File: config.mk
export PLATFORM = sky130hd
export DESIGN_NAME = sfg_readout
export DESIGN_NICKNAME = d
export VERILOG_FILES = /design/src/hdl/sfg_pkg.sv /design/src/hdl/sfg_readout.sv
export SDC_FILE = /design/constraint.sdc
export NUM_CORES = 2
export LEC_CHECK = 0
export BUFFER_PORTS_ARGS = -buffer_cell sky130_fd_sc_hd__buf_2
export CORE_AREA = 2 2 222 267
export DETAILED_ROUTE_END_ITERATION = 16
export DIE_AREA = 0 0 224 269
export PLACE_DENSITY_LB_ADDON = 0.08
export SLEW_MARGIN = 10
export SYNTH_ARGS = -nofsm -noshare
export SYNTH_HDL_FRONTEND = slang
export SYNTH_SLANG_ARGS = --single-unit
File: constraint.sdc
create_clock -name ref_clk -period 11.3 [get_ports ref_clk]
set_clock_uncertainty 0.1 [all_clocks]
set_input_delay 1.695 -clock ref_clk [delete_from_list [all_inputs] [get_ports ref_clk]]
set_output_delay 1.695 -clock ref_clk [all_outputs]
set_load 0.01 [all_outputs]
File: src/hdl/sfg_pkg.sv
// Constants for the readout-format and gain block
package sfg_pkg;
    // Register offsets
    localparam logic [7:0] OFS_START_A   = 8'h01;
    localparam logic [7:0] OFS_START_B   = 8'h02;
    localparam logic [7:0] OFS_ROW_CNT   = 8'h03;
    localparam logic [7:0] OFS_COL_CNT   = 8'h04;
    localparam logic [7:0] OFS_HBLANK    = 8'h05;
    localparam logic [7:0] OFS_VBLANK    = 8'h06;
    localparam logic [7:0] OFS_RD_CTRL   = 8'h20;
    localparam logic [7:0] OFS_ROW_RED   = 8'h22;
    localparam logic [7:0] OFS_COL_RED   = 8'h23;
    localparam logic [7:0] OFS_GAIN_G1   = 8'h2B;
    localparam logic [7:0] OFS_GAIN_B    = 8'h2C;
    localparam logic [7:0] OFS_GAIN_R    = 8'h2D;
    localparam logic [7:0] OFS_GAIN_G2   = 8'h2E;
    localparam logic [7:0] OFS_GAIN_ALL  = 8'h35;
    localparam logic [7:0] OFS_BLK_CTRL  = 8'h40;
    // Reset values
    localparam logic [15:0] RST_START    = 16'h0000;
    localparam logic [15:0] RST_ROW_CNT  = 16'h05FF;
    localparam logic [15:0] RST_COL_CNT  = 16'h07FF;
    localparam logic [15:0] RST_HBLANK   = 16'h0016;
    localparam logic [15:0] RST_VBLANK   = 16'h0028;
    localparam logic [15:0] RST_ZERO     = 16'h0000;
    localparam logic [15:0] RST_GAIN     = 16'h0008;
    // Field positions
    localparam int SKIP_LSB   = 0;
    localparam int SKIP_MSB   = 2;
    localparam int BIN_LSB    = 4;
    localparam int BIN_MSB    = 5;
    localparam int LVF_LSB    = 9;
    localparam int LVF_MSB    = 10;
    localparam int G1ST_BIT   = 6;
    localparam int G2ND_MSB   = 5;
    localparam int DIG_LSB    = 8;
    localparam int DIG_MSB    = 14;
    localparam int BLK_AUTO   = 15;
    // Line-valid output formats
    localparam logic [1:0] LVF_NORMAL = 2'h0;
    localparam logic [1:0] LVF_CONT   = 2'h1;
    // Bin codes (factor minus one)
    localparam logic [1:0] BIN_2X     = 2'h1;
    // Gain arithmetic: two eighths scale factors
    localparam int GAIN_SHIFT = 6;
    localparam logic [7:0] DIG_ONE = 8'h08;
    // Divide by nine as multiply by 57 then shift by 9
    localparam logic [5:0] NINTH_MUL   = 6'h39;
    localparam int         NINTH_SHIFT = 9;
    // Colour plane indexes
    localparam logic [1:0] COL_R  = 2'h0;
    localparam logic [1:0] COL_G1 = 2'h1;
    localparam logic [1:0] COL_G2 = 2'h2;
    localparam logic [1:0] COL_B  = 2'h3;
endpackage : sfg_pkg

File: src/hdl/sfg_readout.sv
// Windowed skip/bin readout with per-colour gain and row-valid formats
`timescale 1ns/1ps
module sfg_readout #(
    parameter int PIX_W = 12,
    parameter int ADR_W = 12
) (
    input  wire logic             ref_clk,
    input  wire logic             rst_n,
    input  wire logic [7:0]       reg_addr,
    input  wire logic [15:0]      reg_wdata,
    input  wire logic             reg_wr,
    input  wire logic             reg_rd,
    output logic      [15:0]      reg_rdata,
    output logic      [ADR_W-1:0] arr_row,
    output logic      [ADR_W-1:0] arr_col,
    input  wire logic [PIX_W-1:0] arr_data,
    output logic      [PIX_W-1:0] pix_data,
    output logic                  pix_valid,
    input  wire logic             pix_ready,
    output logic                  frame_valid,
    output logic                  line_valid
);
    typedef enum logic [4:0] {
        SFG_VBLANK = 5'h01,
        SFG_READ   = 5'h02,
        SFG_WAIT   = 5'h04,
        SFG_PUSH   = 5'h08,
        SFG_HBLANK = 5'h10
    } sfg_state_t;

    localparam int SUM_W = PIX_W + 4;

    logic [15:0] start_a_reg, start_b_reg, row_cnt_reg, col_cnt_reg;
    logic [15:0] hblank_reg, vblank_reg, rd_ctrl_reg;
    logic [15:0] row_red_reg, col_red_reg, blk_ctrl_reg;
    logic [15:0] gain_reg [4];

    sfg_state_t       state_reg;
    logic [15:0]      row_off_reg, col_off_reg;
    logic             row_ph_reg, col_ph_reg;
    logic [1:0]       bi_reg, bj_reg;
    logic [SUM_W-1:0] sum_reg;
    logic [1:0]       plane_reg;
    logic [15:0]      blank_cnt_reg, vrow_reg;
    logic             vb_line_reg, fv_reg;
    logic [PIX_W-1:0] blk_est_reg, frame_min_reg;

    // Effective factors: skip never below bin
    logic [2:0] row_skip, col_skip;
    logic [1:0] row_bin, col_bin;
    always_comb begin
        row_bin  = row_red_reg[sfg_pkg::BIN_MSB:sfg_pkg::BIN_LSB];
        col_bin  = col_red_reg[sfg_pkg::BIN_MSB:sfg_pkg::BIN_LSB];
        row_skip = row_red_reg[sfg_pkg::SKIP_MSB:sfg_pkg::SKIP_LSB];
        col_skip = col_red_reg[sfg_pkg::SKIP_MSB:sfg_pkg::SKIP_LSB];
        if ({1'b0, row_bin} > row_skip) begin
            row_skip = {1'b0, row_bin};
        end
        if ({1'b0, col_bin} > col_skip) begin
            col_skip = {1'b0, col_bin};
        end
    end

    // Offset of the next read-out pair member: pairs 0,1 then jump
    function automatic logic [15:0] next_off(input logic [15:0] off,
                                             input logic        ph,
                                             input logic [2:0]  skip);
        if (!ph) begin
            next_off = off + 16'h0001;
        end else begin
            next_off = off + {12'h000, skip, 1'b0} - 16'h0001
                       + 16'h0002;
        end
    endfunction : next_off

    // Bayer plane from array parity: even row R G, odd row G B
    function automatic logic [1:0] plane_of(input logic r0, input logic c0);
        unique case ({r0, c0})
            2'b00:   plane_of = sfg_pkg::COL_R;
            2'b01:   plane_of = sfg_pkg::COL_G1;
            2'b10:   plane_of = sfg_pkg::COL_G2;
            default: plane_of = sfg_pkg::COL_B;
        endcase
    endfunction : plane_of

    logic [15:0] arow_w, acol_w, row_nx, col_nx;
    logic        last_bi, last_bj, row_end, frame_end;
    always_comb begin
        arow_w  = start_b_reg + row_off_reg + {13'h0, bj_reg, 1'b0};
        acol_w  = start_a_reg + col_off_reg + {13'h0, bi_reg, 1'b0};
        row_nx  = next_off(row_off_reg, row_ph_reg, row_skip);
        col_nx  = next_off(col_off_reg, col_ph_reg, col_skip);
        last_bi = (bi_reg == col_bin);
        last_bj = (bj_reg == row_bin);
        // Window spans count plus one rows and columns
        row_end   = (col_nx > col_cnt_reg);
        frame_end = (row_nx > row_cnt_reg);
    end

    // Register file; a global gain write lands in all four colours
    always_ff @(posedge ref_clk or negedge rst_n) begin
        if (!rst_n) begin
            start_a_reg  <= sfg_pkg::RST_START;
            start_b_reg  <= sfg_pkg::RST_START;
            row_cnt_reg  <= sfg_pkg::RST_ROW_CNT;
            col_cnt_reg  <= sfg_pkg::RST_COL_CNT;
            hblank_reg   <= sfg_pkg::RST_HBLANK;
            vblank_reg   <= sfg_pkg::RST_VBLANK;
            rd_ctrl_reg  <= sfg_pkg::RST_ZERO;
            row_red_reg  <= sfg_pkg::RST_ZERO;
            col_red_reg  <= sfg_pkg::RST_ZERO;
            blk_ctrl_reg <= sfg_pkg::RST_ZERO;
            for (int i = 0; i < 4; i++) begin
                gain_reg[i] <= sfg_pkg::RST_GAIN;
            end
        end else if (reg_wr) begin
            unique case (reg_addr)
                sfg_pkg::OFS_START_A:  start_a_reg  <= reg_wdata;
                sfg_pkg::OFS_START_B:  start_b_reg  <= reg_wdata;
                sfg_pkg::OFS_ROW_CNT:  row_cnt_reg  <= reg_wdata;
                sfg_pkg::OFS_COL_CNT:  col_cnt_reg  <= reg_wdata;
                sfg_pkg::OFS_HBLANK:   hblank_reg   <= reg_wdata;
                sfg_pkg::OFS_VBLANK:   vblank_reg   <= reg_wdata;
                sfg_pkg::OFS_RD_CTRL:  rd_ctrl_reg  <= reg_wdata;
                sfg_pkg::OFS_ROW_RED:  row_red_reg  <= reg_wdata;
                sfg_pkg::OFS_COL_RED:  col_red_reg  <= reg_wdata;
                sfg_pkg::OFS_BLK_CTRL: blk_ctrl_reg <= reg_wdata;
                // Index follows the colour plane codes used by plane_of
                sfg_pkg::OFS_GAIN_G1:  gain_reg[1]  <= reg_wdata;
                sfg_pkg::OFS_GAIN_B:   gain_reg[3]  <= reg_wdata;
                sfg_pkg::OFS_GAIN_R:   gain_reg[0]  <= reg_wdata;
                sfg_pkg::OFS_GAIN_G2:  gain_reg[2]  <= reg_wdata;
                sfg_pkg::OFS_GAIN_ALL: begin
                    for (int i = 0; i < 4; i++) begin
                        gain_reg[i] <= reg_wdata;
                    end
                end
                default: ;
            endcase
        end
    end

    // Read data registered one cycle after the strobe
    always_ff @(posedge ref_clk or negedge rst_n) begin
        if (!rst_n) begin
            reg_rdata <= sfg_pkg::RST_ZERO;
        end else if (reg_rd) begin
            unique case (reg_addr)
                sfg_pkg::OFS_START_A:  reg_rdata <= start_a_reg;
                sfg_pkg::OFS_START_B:  reg_rdata <= start_b_reg;
                sfg_pkg::OFS_ROW_CNT:  reg_rdata <= row_cnt_reg;
                sfg_pkg::OFS_COL_CNT:  reg_rdata <= col_cnt_reg;
                sfg_pkg::OFS_HBLANK:   reg_rdata <= hblank_reg;
                sfg_pkg::OFS_VBLANK:   reg_rdata <= vblank_reg;
                sfg_pkg::OFS_RD_CTRL:  reg_rdata <= rd_ctrl_reg;
                sfg_pkg::OFS_ROW_RED:  reg_rdata <= row_red_reg;
                sfg_pkg::OFS_COL_RED:  reg_rdata <= col_red_reg;
                sfg_pkg::OFS_GAIN_G1:  reg_rdata <= gain_reg[1];
                sfg_pkg::OFS_GAIN_B:   reg_rdata <= gain_reg[3];
                sfg_pkg::OFS_GAIN_R:   reg_rdata <= gain_reg[0];
                sfg_pkg::OFS_GAIN_G2:  reg_rdata <= gain_reg[2];
                sfg_pkg::OFS_GAIN_ALL: reg_rdata <= gain_reg[1];
                // Low bits show the live black estimate
                sfg_pkg::OFS_BLK_CTRL: reg_rdata <= {blk_ctrl_reg[15],
                    15'(blk_est_reg)};
                default:               reg_rdata <= sfg_pkg::RST_ZERO;
            endcase
        end
    end

    // Two-entry output buffer
    logic [PIX_W-1:0] buf_mem [2];
    logic             wr_ptr_reg, rd_ptr_reg;
    logic [1:0]       cnt_reg;
    logic             buf_in_ready, buf_push, buf_pop;
    logic [PIX_W-1:0] gained;
    assign buf_in_ready = (cnt_reg != 2'h2);
    assign buf_push     = (state_reg == SFG_PUSH) && buf_in_ready;
    assign buf_pop      = pix_valid && pix_ready;
    assign pix_valid    = (cnt_reg != 2'h0);
    assign pix_data     = buf_mem[rd_ptr_reg];

    always_ff @(posedge ref_clk or negedge rst_n) begin
        if (!rst_n) begin
            wr_ptr_reg <= 1'b0;
            rd_ptr_reg <= 1'b0;
            cnt_reg    <= 2'h0;
            buf_mem[0] <= '0;
            buf_mem[1] <= '0;
        end else begin
            if (buf_push) begin
                buf_mem[wr_ptr_reg] <= gained;
                wr_ptr_reg          <= ~wr_ptr_reg;
            end
            if (buf_pop) begin
                rd_ptr_reg <= ~rd_ptr_reg;
            end
            cnt_reg <= cnt_reg + 2'(buf_push) - 2'(buf_pop);
        end
    end

    // Bin average, black subtraction and gain
    logic [SUM_W-1:0]   avg;
    logic [SUM_W+5:0]   ninth;
    logic [PIX_W-1:0]   blk, net;
    logic [15:0]        g;
    logic [14:0]        factor;
    logic [PIX_W+14:0]  prod, scaled;
    always_comb begin
        ninth = sum_reg * sfg_pkg::NINTH_MUL;
        if (row_bin == 2'h0 && col_bin == 2'h0) begin
            avg = sum_reg;
        end else if (row_bin == sfg_pkg::BIN_2X
                     && col_bin == sfg_pkg::BIN_2X) begin
            avg = sum_reg >> 2;
        end else begin
            avg = SUM_W'(ninth >> sfg_pkg::NINTH_SHIFT);
        end
        blk = blk_ctrl_reg[sfg_pkg::BLK_AUTO] ? blk_est_reg
                                              : PIX_W'(blk_ctrl_reg);
        net = (avg[PIX_W-1:0] > blk) ? avg[PIX_W-1:0] - blk : '0;
        g   = gain_reg[plane_reg];
        factor = 15'({1'b0, g[sfg_pkg::G1ST_BIT]} + 2'h1)
                 * 15'(g[sfg_pkg::G2ND_MSB:0])
                 * 15'(sfg_pkg::DIG_ONE
                       + 8'(g[sfg_pkg::DIG_MSB:sfg_pkg::DIG_LSB]));
        prod   = (PIX_W+15)'(net) * (PIX_W+15)'(factor);
        scaled = prod >> sfg_pkg::GAIN_SHIFT;
        // Saturate rather than wrap on high gain
        gained = (scaled > (PIX_W+15)'({PIX_W{1'b1}})) ? {PIX_W{1'b1}}
                                                       : PIX_W'(scaled);
    end

    // Readout sequencer
    always_ff @(posedge ref_clk or negedge rst_n) begin
        if (!rst_n) begin
            state_reg     <= SFG_VBLANK;
            row_off_reg   <= 16'h0000;
            col_off_reg   <= 16'h0000;
            row_ph_reg    <= 1'b0;
            col_ph_reg    <= 1'b0;
            bi_reg        <= 2'h0;
            bj_reg        <= 2'h0;
            sum_reg       <= '0;
            plane_reg     <= sfg_pkg::COL_R;
            blank_cnt_reg <= 16'h0000;
            vrow_reg      <= 16'h0000;
            vb_line_reg   <= 1'b0;
            fv_reg        <= 1'b0;
            arr_row       <= '0;
            arr_col       <= '0;
        end else begin
            unique case (state_reg)
                SFG_VBLANK: begin
                    // Each blank row: a blank period then a line period
                    blank_cnt_reg <= blank_cnt_reg + 16'h0001;
                    if (vrow_reg >= vblank_reg) begin
                        state_reg     <= SFG_READ;
                        fv_reg        <= 1'b1;
                        vrow_reg      <= 16'h0000;
                        blank_cnt_reg <= 16'h0000;
                        vb_line_reg   <= 1'b0;
                    end else if (!vb_line_reg
                                 && blank_cnt_reg >= hblank_reg) begin
                        vb_line_reg   <= 1'b1;
                        blank_cnt_reg <= 16'h0000;
                    end else if (vb_line_reg
                                 && blank_cnt_reg >= col_cnt_reg) begin
                        vb_line_reg   <= 1'b0;
                        blank_cnt_reg <= 16'h0000;
                        vrow_reg      <= vrow_reg + 16'h0001;
                    end
                end
                SFG_READ: begin
                    arr_row   <= ADR_W'(arow_w);
                    arr_col   <= ADR_W'(acol_w);
                    state_reg <= SFG_WAIT;
                    if (bi_reg == 2'h0 && bj_reg == 2'h0) begin
                        plane_reg <= plane_of(arow_w[0], acol_w[0]);
                        sum_reg   <= '0;
                    end
                end
                SFG_WAIT: begin
                    sum_reg <= sum_reg + SUM_W'(arr_data);
                    if (!last_bi) begin
                        bi_reg    <= bi_reg + 2'h1;
                        state_reg <= SFG_READ;
                    end else if (!last_bj) begin
                        bi_reg    <= 2'h0;
                        bj_reg    <= bj_reg + 2'h1;
                        state_reg <= SFG_READ;
                    end else begin
                        bi_reg    <= 2'h0;
                        bj_reg    <= 2'h0;
                        state_reg <= SFG_PUSH;
                    end
                end
                SFG_PUSH: begin
                    // Stalls here while the buffer is full
                    if (buf_in_ready) begin
                        if (row_end) begin
                            col_off_reg   <= 16'h0000;
                            col_ph_reg    <= 1'b0;
                            blank_cnt_reg <= 16'h0000;
                            state_reg     <= SFG_HBLANK;
                        end else begin
                            col_off_reg <= col_nx;
                            col_ph_reg  <= ~col_ph_reg;
                            state_reg   <= SFG_READ;
                        end
                    end
                end
                SFG_HBLANK: begin
                    blank_cnt_reg <= blank_cnt_reg + 16'h0001;
                    if (blank_cnt_reg >= hblank_reg) begin
                        blank_cnt_reg <= 16'h0000;
                        if (frame_end) begin
                            row_off_reg <= 16'h0000;
                            row_ph_reg  <= 1'b0;
                            fv_reg      <= 1'b0;
                            state_reg   <= SFG_VBLANK;
                        end else begin
                            row_off_reg <= row_nx;
                            row_ph_reg  <= ~row_ph_reg;
                            state_reg   <= SFG_READ;
                        end
                    end
                end
                default: state_reg <= SFG_VBLANK;
            endcase
        end
    end

    // Auto black: darkest pixel of the last frame
    always_ff @(posedge ref_clk or negedge rst_n) begin
        if (!rst_n) begin
            blk_est_reg   <= '0;
            frame_min_reg <= '1;
        end else if (state_reg == SFG_HBLANK && blank_cnt_reg >= hblank_reg
                     && frame_end) begin
            blk_est_reg   <= frame_min_reg;
            frame_min_reg <= '1;
        end else if (buf_push && avg[PIX_W-1:0] < frame_min_reg) begin
            frame_min_reg <= avg[PIX_W-1:0];
        end
    end

    // Row-valid format selection
    logic lv_active, lv_cont;
    always_comb begin
        lv_active = (state_reg == SFG_READ) || (state_reg == SFG_WAIT)
                    || (state_reg == SFG_PUSH);
        lv_cont   = lv_active || vb_line_reg;
    end
    always_ff @(posedge ref_clk or negedge rst_n) begin
        if (!rst_n) begin
            frame_valid <= 1'b0;
            line_valid  <= 1'b0;
        end else begin
            frame_valid <= fv_reg;
            unique case (rd_ctrl_reg[sfg_pkg::LVF_MSB:
                                     sfg_pkg::LVF_LSB])
                sfg_pkg::LVF_NORMAL: line_valid <= lv_active;
                sfg_pkg::LVF_CONT:   line_valid <= lv_cont;
                default:             line_valid <= lv_cont ^ fv_reg;
            endcase
        end
    end
endmodule : sfg_readout

==> impl_metrics.ini <==
[yosys]
ys_types = 75
synth_edf_count = 0
netlist_top_cells_count = 419 x inv_1, 367 x dfrtp_1, 362 x nand2_1
synth_top_area_share_pct = 27.7
ys_seq_area_share_pct = 31.1
synth_area_um2 = 33200
synth_area_leaders = dfrtp_1 28%, fa_1 12%, ha_1 12%
avgSynthCellArea_um2 = 9.69
ys_ff_latch = 410
yosysMostFrequentCell = inv_1
synth-main-ff-cell = dfrtp_1
synth_top_area_cell = dfrtp_1
ys_warn_count = 0
synthArstFlopShare_pct = 100
synthCells = 3421
synth_nets = 3970

[drt]
vias = 26700
wl_mm = 97.5
first_pass_iters = 7
drc = 0
drt_iter0_markers = 1787
drtAntennaViolNets = 0
wire_per_inst_um = 22.2
drt-vias-per-instance = 6.07

[sta]
timing.final.ws_setup_ns = 0.267
setup_viol = 0
report.final.slew_viol_count = 0
max_freq_mhz = 90.6
worstMarginPinSlew_ns = 1.15
finalHoldViolCount = 0
slew_headroom_pct = 23.0
min_period_ns = 11.03
grt_setup_unrepaired = yes
fin_crit_sh_pct = 97.6
whs_ns = 0.369

[final_layout]
nNetsFinal = 4162
instances_no_fill = 4393
area_growth_syn_to_layout_pct = 13.8
largest_reg_flops = 64
layout-drive-gt1-share_pct = 22.3

[worst_setup_path]
cp_slowest_cell = mux4_2
cp-start-kind = register
crit_fanout = 7
r2r_setup_slack_ns = 0.27
critPathTopFamily = adder cells
cpMostUsedCell = fa_1
cp-end-kind = register
cp.required_ns = 11.67
setup.worst_path.class = register to register
max_stage_delay_ns = 0.55
critPathBufInv = 8
critical_path_arrival_ns = 11.40

[run]
drv_cap = 0

[global_route]
grtUsageTotal_pct = 32.8
grt_first_pass_wirelength_mm = 153
met2_usage_pct = 58.6
grt_max_degree = 83
grt_pass1_vias = 27700
grt_use_met1_pct = 38.7
antenna_found_initial = 1
met3_usage_pct = 3.81
grt.busiest_layer = met2
grt_overflow = 0

[status]
status = complete, no violations

[clock_tree]
clock_latency_ns = 0.60
numCtsBuffers = 45
clock-root-buffer = clkbuf_16
cts_hold_buf = 0
cts_tree = built
clk_pin_slew_worst_paths_ns = 0.06
cts.sink_count = 410
clk_path_buf_depth = 3
cts_max_level = 2

[power]
p_total_mw = 8.80
p_leak_nw = 18.7
peakVddDrop_mv = 0.193
powerDensity_nw_per_um2 = 233

[die]
start_util_pct = 57.3
coreArea_um2 = 57900
rows = 97
dieWidth_um = 224
die_height_um = 269
die_area_um2 = 60300
io_pins = 96

[placed_design]
dp_cells = 4280
dpl.hpwl_mm = 75.8
place_ws_ns = -0.366
port_buffers = 95
gp_congestion = 0.970

[worst_hold_path]
hold_path_class = register to register
## path summary, 6_finish.rpt
check / start / end / cells past startpoint
min in group asynchronous: rst_n / col_off_reg[6] / 1
max in group asynchronous: rst_n / blk_est_reg[2] / 3
worst min-delay path: arr_col[1] / arr_col[1] / 2
worst max-delay path: plane_reg[1] / buf_mem[23] / 40
worst min register to register: arr_col[1] / arr_col[1] / 2
worst max register to register: plane_reg[1] / buf_mem[23] / 40
## power breakdown
| group | leakage (nW) | internal, mW | switching, mW |
|---|---|---|---|
| clock network | 0.718 | 0.835 | 0.650 |
| logic | 12.5 | 2.35 | 3.11 |
| registers | 5.41 | 1.67 | 0.182 |
## metal layers
metal | vias up | wire length [um]
li1 | 12100 | -
met3 | 253 | 5070
met1 | 13400 | 37400
met5 | - | 15
met2 | 875 | 49100
met4 | 2 | 5870
## cell type report
class                      instances  area [um^2]
multi-input combinational       2443        21400
timing repair buffer             293         2020
antenna                            1         2.50
clock inverter                    22          203
sequential                       410        10300
tap                              742          928
clock buffer                      62         1260
fill                            4751        20100
inverter                         420         1580
## per-stage QoR
step	setup TNS, ns	util, %	cell area (um^2)
2_1_floorplan	0	-	33200
5_1_grt	-0.276	65.2	37700
6_report	0	65.2	37700
4_1_cts	0	64.0	37100
3_3_place_gp	-0.229	61.1	35400
3_5_place_dp	-2.77	61.1	35400
## placed cells by master (no fill, tap or decap), types with 34 or more instances in the layout
cell type	netlist	routed
inv_1	419	410
dfrtp_1	367	367
nand2_1	362	360
ha_1	308	288
mux2_2	256	256
fa_1	200	198
buf_4	0	192
nor2_1	157	152
o21ai_0	164	150
a21oi_1	135	113
xnor2_1	102	96
buf_2	0	94
nand3_1	66	62
and3_1	49	48
a21o_1	48	48
and2_1	54	46
clkbuf_16	0	45
a22oi_1	43	43
dfstp_2	43	43
nand4_1	34	34
## kinds of logic after synthesis
| kind of cell | after synthesis | synth area share (%) |
|---|---|---|
| adder cells (fa/ha/maj) | 508 | 23.7 |
| flip-flops | 410 | 31.1 |
| other | 1 | 0.0113 |
| multiplexers | 303 | 10.6 |
| AND/OR/NAND/NOR | 871 | 12.4 |
| buffers and inverters | 569 | 6.49 |
| AO/OA/AOI/OAI | 623 | 12.1 |
| XOR/XNOR | 136 | 3.59 |
## worst min-delay path, stage by stage (launching register included)
cell	delay, ns
dfrtp_1	0.33
nand2_1	0.05
nand2_1	0.05
## timing repair
action | 4_1_cts | 5_1_grt
pin swaps | 7 | 83
gates resized for setup | 47 | 111
setup buffers | 5 | 22
gates cloned | 0 | 2
endpoints found under the setup margin | 24 | 24
No activity file was read; power rests on OpenSTA's default activity.
